===== config.mk =====
export PLATFORM = sky130hd
export DESIGN_NAME = dclsd_top
export DESIGN_NICKNAME = d
export VERILOG_FILES = /design/src/rtl/dclsd_top.v
export VERILOG_INCLUDE_DIRS = /design/src /design/src/rtl
export SDC_FILE = /design/constraint.sdc
export NUM_CORES = 1
export LEC_CHECK = 0
export ABC_AREA = 1
export BUFFER_PORTS_ARGS = -buffer_cell sky130_fd_sc_hd__buf_2
export CORE_MARGIN = 4
export CORE_UTILIZATION = 47
export DETAILED_ROUTE_END_ITERATION = 8
export PLACE_DENSITY = 0.92
export SYNTH_ARGS = -nofsm -noshare
export SYNTH_HDL_FRONTEND = slang
export SYNTH_SLANG_ARGS = --single-unit

===== constraint.sdc =====
create_clock -name clk_sys -period 2.8 [get_ports clk_sys]
set_clock_uncertainty 0.1 [all_clocks]
set_input_delay 0.42 -clock clk_sys [delete_from_list [all_inputs] [get_ports clk_sys]]
set_output_delay 0.42 -clock clk_sys [all_outputs]
set_load 0.01 [all_outputs]

===== src/rtl/dclsd_consts.vh =====
/*
  Constants for the decade counter, latch and segment decoder.
  Assumes inclusion by rtl/dclsd_top.v only.
*/
`ifndef DCLSD_CONSTS_VH
`define DCLSD_CONSTS_VH
`define DCLSD_DIGIT_W 4
`define DCLSD_SEG_W 7
`define DCLSD_ZERO 4'h0
`define DCLSD_NINE 4'h9
`define DCLSD_BLANK 4'hf
`define DCLSD_SEG_ALL_ON 7'h00
`define DCLSD_SEG_ALL_OFF 7'h7f
`define DCLSD_WB_CTRL 4'h0
`define DCLSD_WB_STAT 4'h4
`define DCLSD_CTRL_W 3
`define DCLSD_ONE 4'h1
`define DCLSD_SEG_D0 7'h40
`define DCLSD_SEG_D1 7'h79
`define DCLSD_SEG_D2 7'h24
`define DCLSD_SEG_D3 7'h30
`define DCLSD_SEG_D4 7'h19
`define DCLSD_SEG_D5 7'h12
`define DCLSD_SEG_D6 7'h02
`define DCLSD_SEG_D7 7'h78
`define DCLSD_SEG_D8 7'h00
`define DCLSD_SEG_D9 7'h10
`define DCLSD_PIN_W 4
`define DCLSD_PIN_CLK 0
`define DCLSD_PIN_EN_N 1
`define DCLSD_PIN_CLR 2
`define DCLSD_PIN_STB 3
`define DCLSD_SYNC_RST 4'h0
`define DCLSD_CTRL_CHECK 0
`define DCLSD_CTRL_BLANK 1
`define DCLSD_CTRL_RST 3'h0
`define DCLSD_SEL_CTRL 0
`define DCLSD_WB_DW 32
`define DCLSD_DAT_RST 32'h0
`define DCLSD_STAT_PAD 23
`endif


===== src/rtl/dclsd_top.v =====
/*
  Decade counter feeding a four-bit latch and a seven-segment decoder.
  Assumes count_clk, count_enable_n, counter_clear and latch_strobe come from
  pins outside clk_sys; lamp_check and lamp_blank arrive through Wishbone.
*/
`timescale 1ns/100ps
`include "dclsd_consts.vh"
module dclsd_top (
  input wire clk_sys, // System clock, 250 MHz
  input wire rst, // Synchronous reset, high
  input wire ce, // Clock enable, freezes state when low
  input wire count_clk, // Counting clock pin
  input wire count_enable_n, // Count enable pin, low counts
  input wire counter_clear, // Counter clear pin, high
  input wire latch_strobe, // Latch strobe pin, high passes
  output reg [6:0] seg_n, // Segments a..g in bits 0..6, low lit
  output reg terminal_count_flag, // High at count nine
  input wire wb_cyc_i, // Wishbone cycle
  input wire wb_stb_i, // Wishbone strobe
  input wire wb_we_i, // Wishbone write enable
  input wire [3:0] wb_adr_i, // Wishbone byte address
  input wire [3:0] wb_sel_i, // Wishbone byte selects
  input wire [31:0] wb_dat_i, // Wishbone write data
  output reg [31:0] wb_dat_o, // Wishbone read data
  output reg wb_ack_o // Wishbone acknowledge
);

  // ----------------------------------------
  // Segment pattern, active low, bit0 = a
  // ----------------------------------------
  function [6:0] seg_of;
    input [3:0] d;
    begin
      case (d)
        `DCLSD_ZERO: seg_of = `DCLSD_SEG_D0;
        4'h1: seg_of = `DCLSD_SEG_D1;
        4'h2: seg_of = `DCLSD_SEG_D2;
        4'h3: seg_of = `DCLSD_SEG_D3;
        4'h4: seg_of = `DCLSD_SEG_D4;
        4'h5: seg_of = `DCLSD_SEG_D5;
        4'h6: seg_of = `DCLSD_SEG_D6;
        4'h7: seg_of = `DCLSD_SEG_D7;
        4'h8: seg_of = `DCLSD_SEG_D8;
        `DCLSD_NINE: seg_of = `DCLSD_SEG_D9;
        default: seg_of = `DCLSD_SEG_ALL_OFF;
      endcase
    end
  endfunction

  // ----------------------------------------
  // Next decade state after one counted fall
  // ----------------------------------------
  function [3:0] next_digit;
    input [3:0] d;
    begin
      if (d == `DCLSD_NINE) begin
        next_digit = `DCLSD_ZERO;
      end else if (d > `DCLSD_NINE) begin
        // Blank code counts on to digit one
        next_digit = `DCLSD_ONE;
      end else begin
        next_digit = d + `DCLSD_ONE;
      end
    end
  endfunction

  // ----------------------------------------
  // Status word: flag, held digit, live digit
  // ----------------------------------------
  function [31:0] stat_word;
    input flag;
    input [3:0] held;
    input [3:0] live;
    begin
      stat_word = {{`DCLSD_STAT_PAD{1'b0}}, flag, held, live};
    end
  endfunction

  // ----------------------------------------
  // Pin synchronisers and count clock edge
  // ----------------------------------------
  reg [`DCLSD_PIN_W-1:0] sync1_reg;
  reg [`DCLSD_PIN_W-1:0] sync2_reg;
  reg clk_prev_reg;
  wire [`DCLSD_PIN_W-1:0] pins_raw;
  wire pin_clk;
  wire pin_enable_n;
  wire pin_clear;
  wire pin_strobe;
  wire clk_fall;
  wire count_step;

  assign pins_raw = {latch_strobe, counter_clear, count_enable_n, count_clk};

  // Two flops per pin; only the second stage is read
  always @(posedge clk_sys) begin
    if (rst) begin
      sync1_reg <= `DCLSD_SYNC_RST;
      sync2_reg <= `DCLSD_SYNC_RST;
    end else if (ce) begin
      sync1_reg <= pins_raw;
      sync2_reg <= sync1_reg;
    end
  end

  assign pin_clk = sync2_reg[`DCLSD_PIN_CLK];
  assign pin_enable_n = sync2_reg[`DCLSD_PIN_EN_N];
  assign pin_clear = sync2_reg[`DCLSD_PIN_CLR];
  assign pin_strobe = sync2_reg[`DCLSD_PIN_STB];

  // Reset low, so no false fall follows reset
  always @(posedge clk_sys) begin
    if (rst) begin
      clk_prev_reg <= 1'b0;
    end else if (ce) begin
      clk_prev_reg <= pin_clk;
    end
  end

  assign clk_fall = clk_prev_reg & ~pin_clk;
  // Enable delayed like the clock, so no spurious count
  assign count_step = clk_fall & ~pin_enable_n;

  // ----------------------------------------
  // Control register: lamp_check, lamp_blank
  // ----------------------------------------
  reg [`DCLSD_CTRL_W-1:0] ctrl_reg;
  wire lamp_check;
  wire lamp_blank;
  assign lamp_check = ctrl_reg[`DCLSD_CTRL_CHECK];
  assign lamp_blank = ctrl_reg[`DCLSD_CTRL_BLANK];

  // ----------------------------------------
  // Counter, latch and display next values
  // ----------------------------------------
  reg [3:0] count_reg;
  reg [3:0] count_next;
  reg [3:0] latch_reg;
  reg [3:0] latch_next;
  reg [6:0] seg_next;

  always @* begin
    count_next = count_reg;
    if (pin_clear) begin
      count_next = `DCLSD_BLANK;
    end else if (count_step) begin
      count_next = next_digit(count_reg);
    end
  end

  always @* begin
    latch_next = latch_reg;
    if (pin_strobe) begin
      latch_next = count_next;
    end
  end

  always @* begin
    if (lamp_check) begin
      seg_next = `DCLSD_SEG_ALL_ON;
    end else if (lamp_blank) begin
      seg_next = `DCLSD_SEG_ALL_OFF;
    end else begin
      seg_next = seg_of(latch_next);
    end
  end

  // ----------------------------------------
  // Counter, latch, flag and segment registers
  // ----------------------------------------
  always @(posedge clk_sys) begin
    if (rst) begin
      count_reg <= `DCLSD_BLANK;
    end else if (ce) begin
      count_reg <= count_next;
    end
  end

  always @(posedge clk_sys) begin
    if (rst) begin
      latch_reg <= `DCLSD_BLANK;
    end else if (ce) begin
      latch_reg <= latch_next;
    end
  end

  always @(posedge clk_sys) begin
    if (rst) begin
      terminal_count_flag <= 1'b0;
    end else if (ce) begin
      terminal_count_flag <= (count_next == `DCLSD_NINE);
    end
  end

  always @(posedge clk_sys) begin
    if (rst) begin
      seg_n <= `DCLSD_SEG_ALL_OFF;
    end else if (ce) begin
      seg_n <= seg_next;
    end
  end

  // ----------------------------------------
  // Wishbone slave, one wait state
  // ----------------------------------------
  wire wb_req;
  wire wb_hit_ctrl;
  wire wb_hit_stat;
  wire wb_ctrl_wr;
  reg [31:0] rd_word;

  assign wb_req = wb_cyc_i & wb_stb_i & ~wb_ack_o;
  assign wb_hit_ctrl = (wb_adr_i == `DCLSD_WB_CTRL);
  assign wb_hit_stat = (wb_adr_i == `DCLSD_WB_STAT);
  assign wb_ctrl_wr = wb_req & wb_we_i & wb_hit_ctrl & wb_sel_i[`DCLSD_SEL_CTRL];

  // Unmapped addresses read as zero
  always @* begin
    rd_word = `DCLSD_DAT_RST;
    if (wb_hit_ctrl) begin
      rd_word = {{(`DCLSD_WB_DW-`DCLSD_CTRL_W){1'b0}}, ctrl_reg};
    end else if (wb_hit_stat) begin
      rd_word = stat_word(terminal_count_flag, latch_reg, count_reg);
    end
  end

  // Ack one cycle after the request, never two in a row while ce is high; ce low holds the ack
  always @(posedge clk_sys) begin
    if (rst) begin
      wb_ack_o <= 1'b0;
    end else if (ce) begin
      wb_ack_o <= wb_req;
    end
  end

  always @(posedge clk_sys) begin
    if (rst) begin
      wb_dat_o <= `DCLSD_DAT_RST;
    end else if (ce && wb_req) begin
      wb_dat_o <= rd_word;
    end
  end

  always @(posedge clk_sys) begin
    if (rst) begin
      ctrl_reg <= `DCLSD_CTRL_RST;
    end else if (ce && wb_ctrl_wr) begin
      ctrl_reg <= wb_dat_i[`DCLSD_CTRL_W-1:0];
    end
  end
endmodule


# Yosys cells after proc, flatten, opt, wreduce, memory -nomap -nowiden
# Memories as Yosys holds them, arrays and structs flattened.
# Cells that the tools add are included.
# word_totals
reg_bits	61
latchBits	0
mem_bits_rw	0
rom_bits	112
inputBits	50
elab_cells	38
n_memories	1
# op_classes
add_sub_neg	1
mul	0
div_mod_pow	0
order_cmp	1
n_eq_ne	3
n_shift	0
n_mux	9
bitwise_logic	10
reduce_logical	3
# mem_list
memory	words	word_bits	read_ports	rd_clocked_by_memory_dff	write_ports	line_no	rtl
(name not given)	16	7	1	0	0	dclsd_top.v:34	case (d)
# ops
cell	count
4-bit two-way mux	5
9-bit two-way mux	2
7-bit two-way mux	2
4-bit == test (second input constant)	2
1-bit AND	7
4-bit by 1-bit adder with 4-bit output (second input constant)	1
4-bit by 3-bit == test with 1-bit output (second input constant)	1
4-bit > comparator (second input constant)	1
4-bit zero test	1
1-bit NOT	3
1-bit logical AND	2

# Depth between registers and ports, before layout
# Gate-level depths: netlist of run 1.
# An unclocked memory read counts as a cell.
# depth
ltp_word	9
ltp_mapped	17
mapped_depth_nobuf	17

# Worst setup path after synthesis of run 1
# OpenSTA, ideal clock, no wires.
# synth_timing
kind	register to register
from	reg count_reg[0]
to	reg seg_n[3]
setup_ps	115
arrival_time_ps	1791
required_ps	2585
setup_slack_ps	794
path_stages_with_launch	15
period_less_slack_ps	2006
path_cell_list	dfxtp_1 inv_1 ha_1 o21ai_1 nand2_1 nand2_1 nand2_1 nand3_1 nand2_1 ha_1 nand3_1 nand3_1 nand3_1 nand2_1 nand2_1
# synth_between
elab_chain_cells	9
word_cells_on_any_way	11
# synth_lines
element	line_no	rtl
from (decl)	dclsd_top.v:136	reg [3:0] count_reg;
from (signal assigned)	dclsd_top.v:173	count_reg <= `DCLSD_BLANK;
from (signal assigned)	dclsd_top.v:175	count_reg <= count_next;
4-bit by 1-bit adder with 4-bit output (no line) / 4-bit > comparator (equally long branches)	--	
4-bit two-way mux	dclsd_top.v:58	end else if (d > `DCLSD_NINE) begin
4-bit two-way mux	dclsd_top.v:56	if (d == `DCLSD_NINE) begin
4-bit two-way mux *	dclsd_top.v:146	end else if (count_step) begin
4-bit two-way mux *	dclsd_top.v:144	if (pin_clear) begin
4-bit two-way mux *	dclsd_top.v:153	if (pin_strobe) begin
memory 16 x 7 bit *	--	
7-bit two-way mux *	dclsd_top.v:161	end else if (lamp_blank) begin
7-bit two-way mux *	dclsd_top.v:159	if (lamp_check) begin
to (signal assigned)	dclsd_top.v:197	seg_n <= `DCLSD_SEG_ALL_OFF;
to (signal assigned)	dclsd_top.v:199	seg_n <= seg_next;
to (decl)	dclsd_top.v:16	output reg [6:0] seg_n,
# Every way passes the cells marked *; elsewhere a longest branch is shown, timed or not.
# A chain may end at the register's enable or synchronous reset.

# Worst setup path in the final report of run 1
# Ends and elaborated chain as after synthesis.

==> results.sh, run 1 <==
export IMPL_wire_per_inst_um=11.7
export IMPL_hpwl_um=3140
export IMPL_crit_required_ps=2890
export IMPL_holdBufCountCts=0
export IMPL_finalSetupTns_ps=0
export IMPL_clockRootBuffer="clkbuf_8"
export IMPL_die_area_um2=5470
export IMPL_drv_cap=0
export IMPL_grt_max_degree=30
export IMPL_crit_arrival_ps=2400
export IMPL_irDropWorstVdd_v=0.000348
export IMPL_io_pins=91
export IMPL_critical_path_slowest_cell="dfxtp_1"
export IMPL_cts_setup_buffers=0
export IMPL_setup_viol=0
export IMPL_grt_pass1_vias=1622
export IMPL_cp_slowest_stage_delay_ps=490
export IMPL_gp_congestion=0.882
export IMPL_drive_above_1_share_pct=22.4
export IMPL_cts_resized=0
export IMPL_cts_tree="done"
export IMPL_cp_depth=14
export IMPL_r2r_cells=14
export IMPL_clk_pin_slew_ps=80
export IMPL_path_common_cell="nand2_1"
export IMPL_crit_type="flop to flop"
export IMPL_reg_top3="wb_dat_o x9, seg_n x7"
export IMPL_drt_initial_drc_count=95
export IMPL_fmax_mhz=434
export IMPL_largest_register="wb_dat_o"
export IMPL_core_um2=4120
export IMPL_overflow=0
export IMPL_slew_viol_final=0
export IMPL_synth_cell_types=29
export IMPL_final_common_cell="nand2_1"
export IMPL_die_h_um=74.0
export IMPL_critPathMaxFanout=8
export IMPL_post_route_drc_count=0
export IMPL_synth_seq_cells=38
export IMPL_power_density_nw_per_um2=522
export IMPL_path_cells="inv_1 -> ha_1 -> o21ai_1 -> nand2_1 -> nand2_1 -> nand2_1 -> nand3_1 -> nand2_1 -> ha_1 -> nand3_1 -> nand3_1 -> nand3_1 -> nand2_1 -> nand2_1"
export IMPL_fin_crit_ps=2300
export IMPL_outcome="finished clean"
export IMPL_port_buffers=35
export IMPL_fin_nets=365
export IMPL_initial_core_util_pct=49.7
export IMPL_dr_pass1_iters=4
export IMPL_largest_reg_flops=9
export IMPL_cts_max_level=2
export IMPL_synth_edf_count=0
export IMPL_clockBufferDepth=2
export IMPL_finalCritPeriodShare_pct=82.3
export IMPL_p_total_mw=1.18
export IMPL_cts_buffers=5
export IMPL_crit_buf_inv=1
export IMPL_yosys_warnings=0
export IMPL_antenna_found_initial=0
export IMPL_synth_top_area_cell="dfxtp_1"
export IMPL_netlist_area_um2=2040
export IMPL_rows=23
export IMPL_end_kind="flop"
export IMPL_via_count=1772
export IMPL_hold_path_class="input port to flop"
export IMPL_p_leak_nw=1.07
export IMPL_avgSynthCellArea_um2=7.49
export IMPL_grt_usage_pct=16.3
export IMPL_synth_main_ff_cell="dfxtp_1"
export IMPL_yosys_area_top_type_share_pct=37.2
export IMPL_final_core_util_pct=55.1
export IMPL_synthCells=273
export IMPL_hold_viol_final=0
export IMPL_crit_family="simple AND/OR/NAND/NOR gates"
export IMPL_cts_sinks=38
export IMPL_grt_pass1_wl_um=6870
export IMPL_diodes=0
export IMPL_clkLatencyLatePin_ps=290
export IMPL_ys_top_cells_by_area="dfxtp_1 (37%), nand2_1 (9.7%), buf_4 (8.4%), a21oi_1 (7.6%), nand3_1 (5.4%)"
export IMPL_routed_wl_um=4180
export IMPL_synth_seq_area_share_pct=37.2
export IMPL_final_cell_mix="nand2_1 (53), dfxtp_1 (38), buf_2 (35), a21oi_1 (31), conb_1 (23)"
export IMPL_whs_path_depth=3
export IMPL_area_delta_synth_final_pct=10.9
export IMPL_vias_per_cell=4.95
export IMPL_drtAntennaViolNets=0
export IMPL_critPathLaunchType="flop"
export IMPL_die_x_um=74.0
export IMPL_async_flop_share_pct=0
export IMPL_rsz0062_at_grt="false"
==> path summary, 6_finish.rpt <==
path,startpoint,endpoint,slack (ps)
hold / removal,counter_clear,sync1_reg[2],240
setup reg to reg,count_reg[0],seg_n[3],500
hold reg to reg,ctrl_reg[2],ctrl_reg[2],350
setup / recovery,count_reg[0],seg_n[3],500
==> final cells by class <==
cell class                      count  area [um^2]
Fill cell                         390         1850
Multi-Input combinational cell    202         1070
Sequential cell                    38          761
Timing Repair Buffer               37          190
Inverter                           23         91.3
Clock buffer                        6         82.6
Tap cell                           50         62.6
Clock inverter                      2         12.5
==> report_power, final <==
part / switching (mW) / internal [mW]
Sequential: 0.0226 / 0.567
Clock: 0.197 / 0.198
Combinational: 0.129 / 0.0708
==> per-stage QoR <==
stage	setup WS [ps]	hold WS, ps	cell area, um^2	std cells
after floorplan	794	324	2130	295
after global placement	589	339	2170	350
after detailed placement	534	349	2170	350
after CTS	519	236	2270	358
after global routing	259	236	2270	358
final	496	243	2270	358
==> metal layers <==
layer  vias to the layer above  part of all wire [%]  global-route usage, %
met5                         -                     0                      0
met4                         0                   1.8                   6.64
met3                         8                   9.2                   6.62
met2                        67                    47                   27.4
met1                       777                    42                   18.4
li1                        920                     -                      -
==> cells in the mapped netlist, types with 2 or more instances <==
cell	instances
ha_1	8
nor2_1	16
nand4_1	2
inv_4	2
buf_4	23
nand3_1	22
nand2_2	3
a21oi_1	31
or2_2	3
inv_1	18
o21ai_0	20
dfxtp_1	38
nand2_4	5
inv_2	3
a31oi_1	2
clkbuf_1	8
nand2_1	53
nand3_2	5
==> worst register-to-register path: stages (launching register included) <==
cell,delay (ps)
dfxtp_1,490
inv_1,100
ha_1,230
o21ai_1,120
nand2_1,120
nand2_1,90
nand2_1,60
nand3_1,80
nand2_1,140
ha_1,310
nand3_1,90
nand3_1,100
nand3_1,70
nand2_1,70
nand2_1,40
==> logic make-up (layout without fill, tap and decap cells) <==
group / Yosys count / count (layout) / synth area share, %
other: 1 / 23 / 0.183
DFF: 38 / 38 / 37.2
adders and majority gates: 8 / 8 / 4.90
buffers and inverters: 55 / 68 / 14.6
AOI/OAI and AO/OA: 57 / 57 / 14.5
and+or+nand+nor: 114 / 114 / 28.6
No activity file was read; power rests on OpenSTA's default activity.
==> run 2: changes to the inputs <==
==> constraint.sdc (replaced) <==
create_clock -name clk_sys -period 2.2 [get_ports clk_sys]
set_clock_uncertainty 0.1 [all_clocks]
set_input_delay 0.33 -clock clk_sys [delete_from_list [all_inputs] [get_ports clk_sys]]
set_output_delay 0.33 -clock clk_sys [all_outputs]
set_load 0.01 [all_outputs]
==> results.sh, run 2 (synthesis gave the netlist of run 1 again) <==
export IMPL_crit_required_ps=2280
export IMPL_crit_arrival_ps=2120
export IMPL_crit_buf_inv=3
export IMPL_overflow=0
export IMPL_fmax_mhz=491
export IMPL_path_cells="inv_1 -> ha_2 -> o21ai_1 -> nand2_1 -> nand2_1 -> nand2_1 -> nand3_1 -> nand2_2 -> inv_2 -> ha_1 -> inv_1 -> nand3_1 -> nand3_1 -> nand3_1 -> nand2_1 -> nand2_1"
export IMPL_cp_endpoint="seg_n[6]"
export IMPL_initial_core_util_pct=49.7
export IMPL_cts_tree="done"
export IMPL_clockBufferDepth=2
export IMPL_die_h_um=74.0
export IMPL_r2r_cells=16
export IMPL_final_seq_area_um2=764
export IMPL_reg2reg_from="count_reg[0]"
export IMPL_clk_pin_slew_ps=70
export IMPL_cp_depth=16
export IMPL_clkLatencyLatePin_ps=290
export IMPL_hold_path_class="input port to flop"
export IMPL_reg_top3="wb_dat_o x9, seg_n x7"
export IMPL_clockRootBuffer="clkbuf_8"
export IMPL_drt_initial_drc_count=136
export IMPL_grt_pass1_wl_um=7040
export IMPL_area_delta_synth_final_pct=16.3
export IMPL_largest_register="wb_dat_o"
export IMPL_final_core_util_pct=57.8
export IMPL_ff2ff_setup_slack_ps=160
export IMPL_crit_type="flop to flop"
export IMPL_largest_reg_flops=9
export IMPL_dr_pass1_iters=4
export IMPL_critPathMaxFanout=6
export IMPL_finalSetupTns_ps=0
export IMPL_hpwl_um=3170
export IMPL_end_kind="flop"
export IMPL_cp_slowest_stage_delay_ps=360
export IMPL_fin_nets=374
export IMPL_antenna_found_initial=0
export IMPL_outcome="finished clean"
export IMPL_grt_usage_pct=16.4
export IMPL_power_density_nw_per_um2=686
export IMPL_grt_max_degree=30
export IMPL_reg2reg_to="seg_n[6]"
export IMPL_irDropWorstVdd_v=0.000526
export IMPL_p_leak_nw=1.12
export IMPL_multiInputGateArea_um2=1090
export IMPL_cts_sinks=38
export IMPL_cts_buffers=5
export IMPL_core_um2=4120
export IMPL_port_buffers=35
export IMPL_final_common_cell="nand2_1"
export IMPL_drv_cap=0
export IMPL_diodes=0
export IMPL_crit_start="count_reg[0]"
export IMPL_place_area_um2=2190
export IMPL_wire_per_inst_um=11.8
export IMPL_p_total_mw=1.63
export IMPL_via_count=1842
export IMPL_critPathLaunchType="flop"
export IMPL_path_common_cell="nand2_1"
export IMPL_vias_per_cell=5.03
export IMPL_drive_above_1_share_pct=26.6
export IMPL_grt_pass1_vias=1725
export IMPL_design_area_um2=2380
export IMPL_crit_family="simple AND/OR/NAND/NOR gates"
export IMPL_slew_viol_final=0
export IMPL_min_from="count_enable_n"
export IMPL_hold_viol_final=0
export IMPL_die_area_um2=5470
export IMPL_routed_wl_um=4330
export IMPL_place_inst=353
export IMPL_io_pins=91
export IMPL_fin_crit_ps=2040
export IMPL_cts_max_level=2
export IMPL_critical_path_slowest_cell="dfxtp_4"
export IMPL_die_x_um=74.0
export IMPL_rows=23
export IMPL_holdBufCountCts=0
export IMPL_final_cell_mix="nand2_1 (52), dfxtp_1 (37), buf_2 (35), a21oi_1 (31), conb_1 (23)"
export IMPL_num_fill_cells=359
export IMPL_drtAntennaViolNets=0
export IMPL_setup_viol=0
export IMPL_finalCritPeriodShare_pct=92.6
export IMPL_post_route_drc_count=0
export IMPL_gp_congestion=0.856
export IMPL_final_cells=366
run 2: cell types whose count changed in the layout (fill, tap and decap cells not counted), sizes merged:
cell,change
buf,+9
bufinv,+1
clkinv,-1
clkinvlp,-1
run 2: area by class of cell:
| type | instances | area share [%] |
|---|---|---|
| Inverter | 23 | 3.84 |
| Tap cell | 50 | 2.63 |
| Clock inverter | 1 | 1.26 |
| Multi-Input combinational cell | 202 | 45.8 |
| Clock buffer | 6 | 3.47 |
| Sequential cell | 38 | 32.1 |
| Timing Repair Buffer | 46 | 10.8 |
run 2: what timing repair did:
action | CTS | global route
gates resized for setup | 0 | 9
endpoints found under the setup margin | 0 | 6
endpoints found under the hold margin | 0 | 0
buffers inserted | 0 | 6
run 2: worst min-delay path by stage:
stage / to / cells after the start
final: sync1_reg[1] / 3
after floorplan: ctrl_reg[2] / 2
after detailed placement: seg_n[2] / 2
after global routing: sync1_reg[3] / 3
after CTS: sync1_reg[1] / 3
after global placement: ctrl_reg[2] / 2
run 2: routing by layer:
metal | routed length [um] | GRT usage [%] | up-vias
met5 | 0 | 0 | -
met4 | 80 | 8.45 | 0
met3 | 405 | 4.59 | 9
met2 | 2000 | 26.1 | 77
met1 | 1840 | 20.1 | 826
li1 | - | - | 930
run 2: stage by stage:
stage / hold slack, ps / worst slack, ps
finish: 158 / 163
global route: 171 / -25.4
CTS: 158 / 66.7
detailed placement: 348 / 95.5
global placement: 339 / 128
floorplan: 324 / 194
run 2: where the power goes:
| part | internal [mW] | leakage [nW] | switching (mW) |
|---|---|---|---|
| sequential | 0.721 | 0.312 | 0.0263 |
| combinational | 0.109 | 0.753 | 0.177 |
| clock | 0.363 | 0.0573 | 0.236 |
run 2: worst reg2reg max path: stages, from the launching register on:
cell and delay [ps]:
dfxtp_4 360, inv_1 70, ha_2 180, o21ai_1 60, nand2_1 110, nand2_1 60
nand2_1 80, nand3_1 80, nand2_2 160, inv_2 50, ha_1 200, inv_1 60
nand3_1 90, nand3_1 100, nand3_1 60, nand2_1 70, nand2_1 50
